$ cat src/txpp_regs.svh
// Constants for the transmit FIFO and parallel port control block
`ifndef TXPP_REGS_SVH
`define TXPP_REGS_SVH

// Nominal clock rates in kHz, normal and error-correction rate
`define TXPP_PCLK_NORM_KHZ 622080
`define TXPP_PCLK_FEC_KHZ 666510
`define TXPP_AUX_NORM_KHZ 155520
`define TXPP_AUX_FEC_KHZ 166630

// Parallel clock half periods per auxiliary clock half period
`define TXPP_AUX_TICKS (`TXPP_PCLK_NORM_KHZ / `TXPP_AUX_NORM_KHZ)

// Flush timing in parallel clock output cycles
`define TXPP_RST_HOLD_MIN 2
`define TXPP_FLUSH_MIN 8
`define TXPP_FLUSH_MAX 10
`define TXPP_FLUSH_CYC ((`TXPP_FLUSH_MIN + `TXPP_FLUSH_MAX) / 2)

// Data path
`define TXPP_LANES 4
`define TXPP_FIFO_DEPTH 9

// Field positions in the pin synchroniser vector
`define TXPP_S_ZERO 0
`define TXPP_S_LOCK 1
`define TXPP_S_AUXDIS 2
`define TXPP_S_AUTO 3
`define TXPP_S_FRST 4
`define TXPP_S_DATA 5
`define TXPP_S_PCLK 9
`define TXPP_S_WIDTH 10

`endif

$ cat src/txpp_pkg.sv
// Types for the transmit FIFO and parallel port control block
`default_nettype none

package txpp_pkg;

    typedef enum logic [1:0] {
        TXPP_FL_IDLE = 2'h0,
        TXPP_FL_HOLD = 2'h1,
        TXPP_FL_COUNT = 2'h2,
        TXPP_FL_CENTRE = 2'h3
    } txpp_flush_t;

endpackage : txpp_pkg

`default_nettype wire

$ cat src/txpp_tick.sv
// Divider that issues a one-cycle enable pulse every DIV clocks
`timescale 1ns/10ps
`default_nettype none

module txpp_tick #(
    parameter int DIV = 2
) (
    input wire logic clk,
    input wire logic rst_n,
    output logic tick
);
    localparam int CW = (DIV > 1) ? $clog2(DIV) : 1;

    logic [CW-1:0] cnt_q;
    logic [CW-1:0] cnt_d;
    logic tick_q;
    logic tick_d;

    always_comb begin
        tick_d = (cnt_q == CW'(DIV - 1));
        cnt_d = tick_d ? '0 : cnt_q + 1'b1;
    end

    always_ff @(posedge clk) begin
        if (!rst_n) begin
            cnt_q <= '0;
            tick_q <= 1'b0;
        end else begin
            cnt_q <= cnt_d;
            tick_q <= tick_d;
        end
    end

    assign tick = tick_q;

endmodule : txpp_tick

`default_nettype wire

$ cat src/txpp_fifo.sv
// Elastic FIFO with registered read data and a synchronous flush
`timescale 1ns/10ps
`default_nettype none

module txpp_fifo #(
    parameter int WIDTH = 4,
    parameter int DEPTH = 16
) (
    input wire logic clk,
    input wire logic rst_n,
    input wire logic flush,
    input wire logic in_valid,
    output logic in_ready,
    input wire logic [WIDTH-1:0] in_data,
    output logic out_valid,
    input wire logic out_ready,
    output logic [WIDTH-1:0] out_data,
    output logic [$clog2(DEPTH+1)-1:0] level
);
    localparam int AW = $clog2(DEPTH);
    localparam int LW = $clog2(DEPTH + 1);

    logic [WIDTH-1:0] mem_q [DEPTH];
    logic [AW-1:0] wr_q;
    logic [AW-1:0] wr_d;
    logic [AW-1:0] rd_q;
    logic [AW-1:0] rd_d;
    logic [LW-1:0] level_q;
    logic [LW-1:0] level_d;
    logic [WIDTH-1:0] data_q;
    logic [WIDTH-1:0] data_d;
    logic push;
    logic pop;

    always_comb begin
        in_ready = (level_q != LW'(DEPTH));
        out_valid = (level_q != '0);
        push = in_valid & in_ready;
        pop = out_valid & out_ready;
        wr_d = push ? ((wr_q == AW'(DEPTH - 1)) ? '0 : wr_q + 1'b1) : wr_q;
        rd_d = pop ? ((rd_q == AW'(DEPTH - 1)) ? '0 : rd_q + 1'b1) : rd_q;
        level_d = level_q + LW'(push) - LW'(pop);
        data_d = pop ? mem_q[rd_q] : data_q;
        if (flush) begin
            wr_d = '0;
            rd_d = '0;
            level_d = '0;
        end
    end

    always_ff @(posedge clk) begin
        if (push && !flush) begin
            mem_q[wr_q] <= in_data;
        end
    end

    always_ff @(posedge clk) begin
        if (!rst_n) begin
            wr_q <= '0;
            rd_q <= '0;
            level_q <= '0;
            data_q <= '0;
        end else begin
            wr_q <= wr_d;
            rd_q <= rd_d;
            level_q <= level_d;
            data_q <= data_d;
        end
    end

    assign out_data = data_q;
    assign level = level_q;
endmodule : txpp_fifo

`default_nettype wire

$ cat src/txpp_ctrl.sv
// Transmit elastic FIFO control and receive parallel output of the transceiver
`timescale 1ns/10ps
`default_nettype none
`include "txpp_regs.svh"

module txpp_ctrl
    import txpp_pkg::*;
#(
    parameter int PCLK_DIV = 2,
    parameter int REF_DIV = 2,
    parameter int FIFO_DEPTH = `TXPP_FIFO_DEPTH
) (
    input wire logic clk,
    input wire logic rst_n,
    input wire logic tx_parallel_clock_in,
    input wire logic [`TXPP_LANES-1:0] tx_parallel_data,
    input wire logic fifo_reset,
    input wire logic tx_fifo_auto_recover,
    input wire logic aux_tx_clock_disable,
    input wire logic multiplier_locked,
    input wire logic rx_bit,
    input wire logic rx_bit_valid,
    input wire logic rx_data_force_zero,
    output logic tx_parallel_clock_out,
    output logic aux_tx_clock_out,
    output logic tx_multiplier_lock,
    output logic tx_fifo_overflow,
    output logic [`TXPP_LANES-1:0] tx_serial_nibble,
    output logic tx_serial_valid,
    output logic [`TXPP_LANES-1:0] rx_parallel_data,
    output logic rx_parallel_clock_out
);
    localparam int LW = $clog2(FIFO_DEPTH + 1);

    // Pin synchroniser
    logic [`TXPP_S_WIDTH-1:0] pins;
    logic [`TXPP_S_WIDTH-1:0] sy1_q;
    logic [`TXPP_S_WIDTH-1:0] sy2_q;
    logic pclk_in_s;
    logic [`TXPP_LANES-1:0] data_s;
    logic frst_s;
    logic auto_s;
    logic auxdis_s;
    logic lock_s;
    logic zero_s;

    // Transmit side state
    logic pclk_prev_q;
    logic pclk_prev_d;
    logic pclk_q;
    logic pclk_d;
    logic aux_q;
    logic aux_d;
    logic [1:0] aux_cnt_q;
    logic [1:0] aux_cnt_d;
    logic lock_q;
    logic lock_d;
    logic ovf_q;
    logic ovf_d;
    txpp_flush_t fl_q;
    txpp_flush_t fl_d;
    logic [3:0] fl_cnt_q;
    logic [3:0] fl_cnt_d;
    logic pop_q;
    logic pop_d;
    logic [`TXPP_LANES-1:0] nib_q;
    logic [`TXPP_LANES-1:0] nib_d;
    logic val_q;
    logic val_d;

    // Receive side state
    logic [`TXPP_LANES-1:0] sh_q;
    logic [`TXPP_LANES-1:0] sh_d;
    logic [1:0] bit_cnt_q;
    logic [1:0] bit_cnt_d;
    logic [`TXPP_LANES-1:0] rxd_q;
    logic [`TXPP_LANES-1:0] rxd_d;
    logic rxclk_q;
    logic rxclk_d;
    logic [`TXPP_LANES-1:0] rx_group;

    // Combinational helpers
    logic pclk_tick;
    logic ref_tick;
    logic pclk_rise;
    logic wr_stb;
    logic flushing;
    logic fifo_in_valid;
    logic fifo_in_ready;
    logic fifo_out_valid;
    logic fifo_out_ready;
    logic [`TXPP_LANES-1:0] fifo_out_data;
    logic [LW-1:0] fifo_level;
    logic ovf_event;
    logic centred;

    txpp_tick #(
        .DIV(PCLK_DIV)
    ) u_pclk_tick (
        .clk(clk),
        .rst_n(rst_n),
        .tick(pclk_tick)
    );

    txpp_tick #(
        .DIV(REF_DIV)
    ) u_ref_tick (
        .clk(clk),
        .rst_n(rst_n),
        .tick(ref_tick)
    );

    txpp_fifo #(
        .WIDTH(`TXPP_LANES),
        .DEPTH(FIFO_DEPTH)
    ) u_fifo (
        .clk(clk),
        .rst_n(rst_n),
        .flush(flushing),
        .in_valid(fifo_in_valid),
        .in_ready(fifo_in_ready),
        .in_data(data_s),
        .out_valid(fifo_out_valid),
        .out_ready(fifo_out_ready),
        .out_data(fifo_out_data),
        .level(fifo_level)
    );

    always_comb begin
        pins = {tx_parallel_clock_in, tx_parallel_data, fifo_reset, tx_fifo_auto_recover,
                aux_tx_clock_disable, multiplier_locked, rx_data_force_zero};
        pclk_in_s = sy2_q[`TXPP_S_PCLK];
        data_s = sy2_q[`TXPP_S_DATA +: `TXPP_LANES];
        frst_s = sy2_q[`TXPP_S_FRST];
        auto_s = sy2_q[`TXPP_S_AUTO];
        auxdis_s = sy2_q[`TXPP_S_AUXDIS];
        lock_s = sy2_q[`TXPP_S_LOCK];
        zero_s = sy2_q[`TXPP_S_ZERO];
    end

    // Transmit clocks, lock status and FIFO write/read
    always_comb begin
        pclk_rise = pclk_tick & ~pclk_q;
        pclk_d = pclk_tick ? ~pclk_q : pclk_q;
        aux_cnt_d = pclk_tick ? aux_cnt_q + 2'h1 : aux_cnt_q;
        aux_d = aux_q;
        if (auxdis_s) begin
            aux_d = 1'b0;
        end else if (pclk_tick && aux_cnt_q == 2'(`TXPP_AUX_TICKS - 1)) begin
            aux_d = ~aux_q;
        end
        lock_d = lock_s;
        pclk_prev_d = pclk_in_s;
        wr_stb = pclk_in_s & ~pclk_prev_q;
        flushing = (fl_q == TXPP_FL_HOLD) || (fl_q == TXPP_FL_COUNT);
        fifo_in_valid = wr_stb & ~flushing;
        ovf_event = fifo_in_valid & ~fifo_in_ready;
        centred = (fifo_level >= LW'(FIFO_DEPTH / 2));
        fifo_out_ready = ref_tick & (fl_q == TXPP_FL_IDLE);
        pop_d = fifo_out_ready & fifo_out_valid;
        nib_d = pop_q ? fifo_out_data : nib_q;
        val_d = pop_q;
    end

    // Flush sequencer and overflow flag
    always_comb begin
        fl_d = fl_q;
        fl_cnt_d = fl_cnt_q;
        ovf_d = ovf_q | ovf_event;
        if (frst_s) begin
            fl_d = TXPP_FL_HOLD;
        end else begin
            unique case (fl_q)
                TXPP_FL_IDLE: begin
                    if (auto_s && (ovf_event || ovf_q)) begin
                        fl_d = TXPP_FL_COUNT;
                        fl_cnt_d = 4'h0;
                    end
                end
                TXPP_FL_HOLD: begin
                    fl_d = TXPP_FL_COUNT;
                    fl_cnt_d = 4'h0;
                end
                TXPP_FL_COUNT: begin
                    if (pclk_rise) begin
                        fl_cnt_d = fl_cnt_q + 4'h1;
                        if (fl_cnt_q == 4'(`TXPP_FLUSH_CYC - 1)) begin
                            fl_d = TXPP_FL_CENTRE;
                        end
                    end
                end
                TXPP_FL_CENTRE: begin
                    if (centred) begin
                        fl_d = TXPP_FL_IDLE;
                        ovf_d = ovf_event;
                    end
                end
            endcase
        end
    end

    // Receive demultiplexer, MSB first
    always_comb begin
        rx_group = {sh_q[`TXPP_LANES-2:0], rx_bit};
        sh_d = sh_q;
        bit_cnt_d = bit_cnt_q;
        rxd_d = rxd_q;
        rxclk_d = rxclk_q;
        if (rx_bit_valid) begin
            sh_d = rx_group;
            bit_cnt_d = bit_cnt_q + 2'h1;
            if (bit_cnt_q == 2'h3) begin
                rxd_d = rx_group;
                rxclk_d = 1'b1;
            end else if (bit_cnt_q == 2'h1) begin
                rxclk_d = 1'b0;
            end
        end
        if (zero_s) begin
            rxd_d = '0;
        end
    end

    always_ff @(posedge clk) begin
        if (!rst_n) begin
            sy1_q <= '0;
            sy2_q <= '0;
            pclk_prev_q <= 1'b0;
            pclk_q <= 1'b0;
            aux_q <= 1'b0;
            aux_cnt_q <= 2'h0;
            lock_q <= 1'b0;
            ovf_q <= 1'b0;
            fl_q <= TXPP_FL_HOLD;
            fl_cnt_q <= 4'h0;
            pop_q <= 1'b0;
            nib_q <= '0;
            val_q <= 1'b0;
            sh_q <= '0;
            bit_cnt_q <= 2'h0;
            rxd_q <= '0;
            rxclk_q <= 1'b0;
        end else begin
            sy1_q <= pins;
            sy2_q <= sy1_q;
            pclk_prev_q <= pclk_prev_d;
            pclk_q <= pclk_d;
            aux_q <= aux_d;
            aux_cnt_q <= aux_cnt_d;
            lock_q <= lock_d;
            ovf_q <= ovf_d;
            fl_q <= fl_d;
            fl_cnt_q <= fl_cnt_d;
            pop_q <= pop_d;
            nib_q <= nib_d;
            val_q <= val_d;
            sh_q <= sh_d;
            bit_cnt_q <= bit_cnt_d;
            rxd_q <= rxd_d;
            rxclk_q <= rxclk_d;
        end
    end

    assign tx_parallel_clock_out = pclk_q;
    assign aux_tx_clock_out = aux_q;
    assign tx_multiplier_lock = lock_q;
    assign tx_fifo_overflow = ovf_q;
    assign tx_serial_nibble = nib_q;
    assign tx_serial_valid = val_q;
    assign rx_parallel_data = rxd_q;
    assign rx_parallel_clock_out = rxclk_q;
endmodule : txpp_ctrl

`default_nettype wire

$ cat config.mk
export PLATFORM = sky130hd
export DESIGN_NAME = txpp_ctrl
export DESIGN_NICKNAME = d
export VERILOG_FILES = /design/src/txpp_pkg.sv /design/src/txpp_tick.sv /design/src/txpp_fifo.sv /design/src/txpp_ctrl.sv
export VERILOG_INCLUDE_DIRS = /design/src
export SDC_FILE = /design/constraint.sdc
export NUM_CORES = 1
export LEC_CHECK = 0
export ABC_AREA = 0
export BUFFER_PORTS_ARGS = -buffer_cell sky130_fd_sc_hd__buf_2
export CAP_MARGIN = 5
export CELL_PAD_IN_SITES_DETAIL_PLACEMENT = 1
export CELL_PAD_IN_SITES_GLOBAL_PLACEMENT = 1
export CORE_MARGIN = 2
export CORE_UTILIZATION = 52
export CTS_CLUSTER_DIAMETER = 80
export DETAILED_ROUTE_END_ITERATION = 8
export PLACE_DENSITY = 0.88
export SLEW_MARGIN = 0
export SYNTH_ARGS = -nofsm -noshare
export SYNTH_HDL_FRONTEND = slang
export SYNTH_HIERARCHICAL = 1
export SYNTH_SLANG_ARGS = --single-unit
$ cat constraint.sdc
create_clock -name clk -period 5.5 [get_ports clk]
set_input_delay 1.65 -clock clk [delete_from_list [all_inputs] [get_ports clk]]
set_output_delay 1.65 -clock clk [all_outputs]
set_load 0.01 [all_outputs]
==> run metrics <==
status=finished clean; Slew Limit Headroom=22.0%; I/O Buffers=27; IO Pins=28; top sig layer=met4; CP Data Required Time=5490 ps; CP Capture Type=flip-flop; #FFs+latches synth=105; nets=about 430; worst ir drop on vdd=184 uV; Vert. Die Dim=95.0 um; metal3 WL=~260 um; met1 WL=~3800 um; r2r startpoint=fl_q[0]; RePlAce Congestion=0.771; Startpoint Class=flip-flop; H-tree Lvls=3; hpwl dp=between 6000 and 7000 um; Total Negative Setup Slacks=0 ps; Place WS=2190 ps; Post-CTS Setup Bufs=0; Peak Freq=325 MHz; final setup vio count=0; first-pass GRT wire length=about 14000 um; CP Max Fanout=7; cells after synthesis=between 300 and 400; Ys Warns=6; asr flop ratio synth=0%; maxcap violations=0; Synth Net Count=~400; hold path start=sy2_q[2]; final worst path period need=3070 ps; ANT cells=0; Site Rows=33; Static Leak=0.00180 uW; root buf cell=clkbuf_8; cts bufs inserted=9; Synth top area share=32.1%; sequential area share after synthesis=approximately 57%; DRT iter0 DRCs=124; DR WL met2=4470 um; Vias/cell=between 5 and 6; DR pass1 iterations=4; cell accounting for the most synthesized area=dfxtp_1; largest net degree at the start of global routing=47; post-route antenna net violation count=0; final hold viol count=0; total power=1500 uW; Setup WS post-layout=2430 ps; cts repair resizes=0; CTS tree=yes; Overflow after GRT=0; R2R Path End=u_fifo/mem_q[8][3]; Hold Crit Depth=1; r2r worst-path depth=5; gr usage total=between 20% and 30%; Die W=95.0 um; most instantiated library cell after synthesis=dfxtp_1; Synth area leaders=dfxtp_1 32%, edfxtp_1 25%, ha_1 6.1%; Power Density=between 300 and 400 nW/um2; full die area=9020 um2; Crit Path Class=reg2reg; Post-Route WL=between 8000 and 9000 um; Clk Latency, worst-skew pair=380 ps; initial antenna violation count=0; Hold Path End=aux_tx_clock_out; Post-route DRC=0; Worst-path clk slew=approximately 110 ps; core area=8130 um2; Routed wire per std cell=17.5 um; Yosys cell types=52; Avg Synthesized Cell Area=between 10 and 15 um2; vias in the first global route=2972; R2R Setup Slk=roughly 2400 ps; fin. max-slew vios=0; Hold-fix buffers, CTS=0; Initial Util=52.9%; clock buffer depth=2; top cells by count, synth=69 x dfxtp_1, 36 x edfxtp_1, 35 x and2_1; worst-margin pin slew=1160 ps; Fin Clk Skew=11.8 ps; share of cells above drive strength 1=15.6%; TritonCTS Sinks=between 100 and 150; fin crit share=~56%; main flop type after synthesis=dfxtp_1; RSZ-0062 raised after global routing=false; Post-synth EDFFs=36; detailed-route via count=2798; worst path arrival time=3060 ps; area grow syn2layout=9.16%; mapped cell area=4300 um2; Min-Delay Path Class=reg2reg
==> area by class of cell <==
| class | instances | area (um2) |
|---|---|---|
| inverters | 17 | 63.8 |
| flip-flops and latches | 105 | 2460 |
| repair buffers | 27 | 135 |
| clock inverters | 7 | 60.1 |
| well taps | 105 | 131 |
| fillers | 869 | 3440 |
| multi-input cells | 233 | 1720 |
| clock buffers | 9 | 124 |
==> worst max path at each step <==
stage                    endpoint  startpoint  depth (start not counted)  slack [ps]
2_1_floorplan     u_fifo/level[2]     fl_q[0]                         10        2900
5_1_grt           u_fifo/level[2]     fl_q[0]                         10        2120
4_1_cts           u_fifo/level[2]     fl_q[0]                         10        2390
3_5_place_dp         bit_cnt_q[1]       rst_n                          3        2190
6_report       u_fifo/mem_q[8][3]     fl_q[0]                          5        2430
3_3_place_gp         bit_cnt_q[1]       rst_n                          3        2260
==> layout by cell type, fill, tap and decap left out, types with 3 or more instances in the layout <==
cell type / n
a21oi_1: 19
dfxtp_1: 69
mux2_2: 6
edfxtp_1: 36
inv_1: 15
nand2_1: 27
nand4_1: 6
o21ai_0: 5
and2_1: 35
nand2b_1: 7
clkinv_4: 3
ha_1: 21
nor2b_1: 5
mux2i_1: 11
xnor2_1: 4
o211ai_1: 4
buf_2: 27
mux4_1: 5
clkbuf_8: 9
nand3_1: 14
a211o_1: 3
nor2_1: 23
==> registers in the layout, summed over array words and instances, names as in the netlist, 3 cells and up <==
| signal | count |
|---|---|
| u_fifo/wr_q | 4 |
| u_fifo/level | 4 |
| u_fifo/out_data | 4 |
| rx_parallel_data | 4 |
| fl_cnt_q | 4 |
| u_fifo/rd_q | 4 |
| sh_q | 3 |
| u_fifo/mem_q | 36 |
| sy1_q | 10 |
| sy2_q | 10 |
| tx_serial_nibble | 4 |
==> worst max-delay path, cell delays in order, from the launching register on <==
cell and delay (ps):
dfxtp_1 410, inv_1 80, ha_1 390, nor3b_1 500
nand2_1 310, nor4_1 1000
==> kinds of logic after synthesis <==
family / after synthesis / synth area share (%)
buffers and inverters: 30 / 2.79
AO/OA/AOI/OAI: 45 / 7.01
XOR/XNOR: 5 / 1.02
AND/OR/NAND/NOR: 138 / 17.7
multiplexers: 23 / 7.71
adder cells (fa/ha/maj): 22 / 6.57
flip-flops: 105 / 57.2
==> where the power goes <==
part | total [uW] | internal [uW] | leakage, uW | switching [uW]
sequential | 843 | 823 | 0.000894 | 19.8
combinational | 207 | 82.4 | 0.000807 | 124
clock | 449 | 173 | 0.0000961 | 277
==> routing by layer <==
layer  up-vias  GRT usage [%]
li1       1338              -
met4         0           11.4
met5         -              0
met1      1391           26.0
met3        18           3.43
met2        51           36.7
==> stage by stage <==
| step | area (um2) | instances | util (%) | hold WS [ps] |
|---|---|---|---|---|
| floorplan | 4300 | 368 | - | 376 |
| detailed placement | 4510 | 487 | 55.5 | 403 |
| CTS | 4700 | 503 | 57.7 | 414 |
| global route | 4700 | 503 | 57.7 | 427 |
| global placement | 4510 | 487 | 55.5 | 389 |
| finish | 4700 | 503 | 57.7 | 417 |
Power figures use the tool's default switching activity.
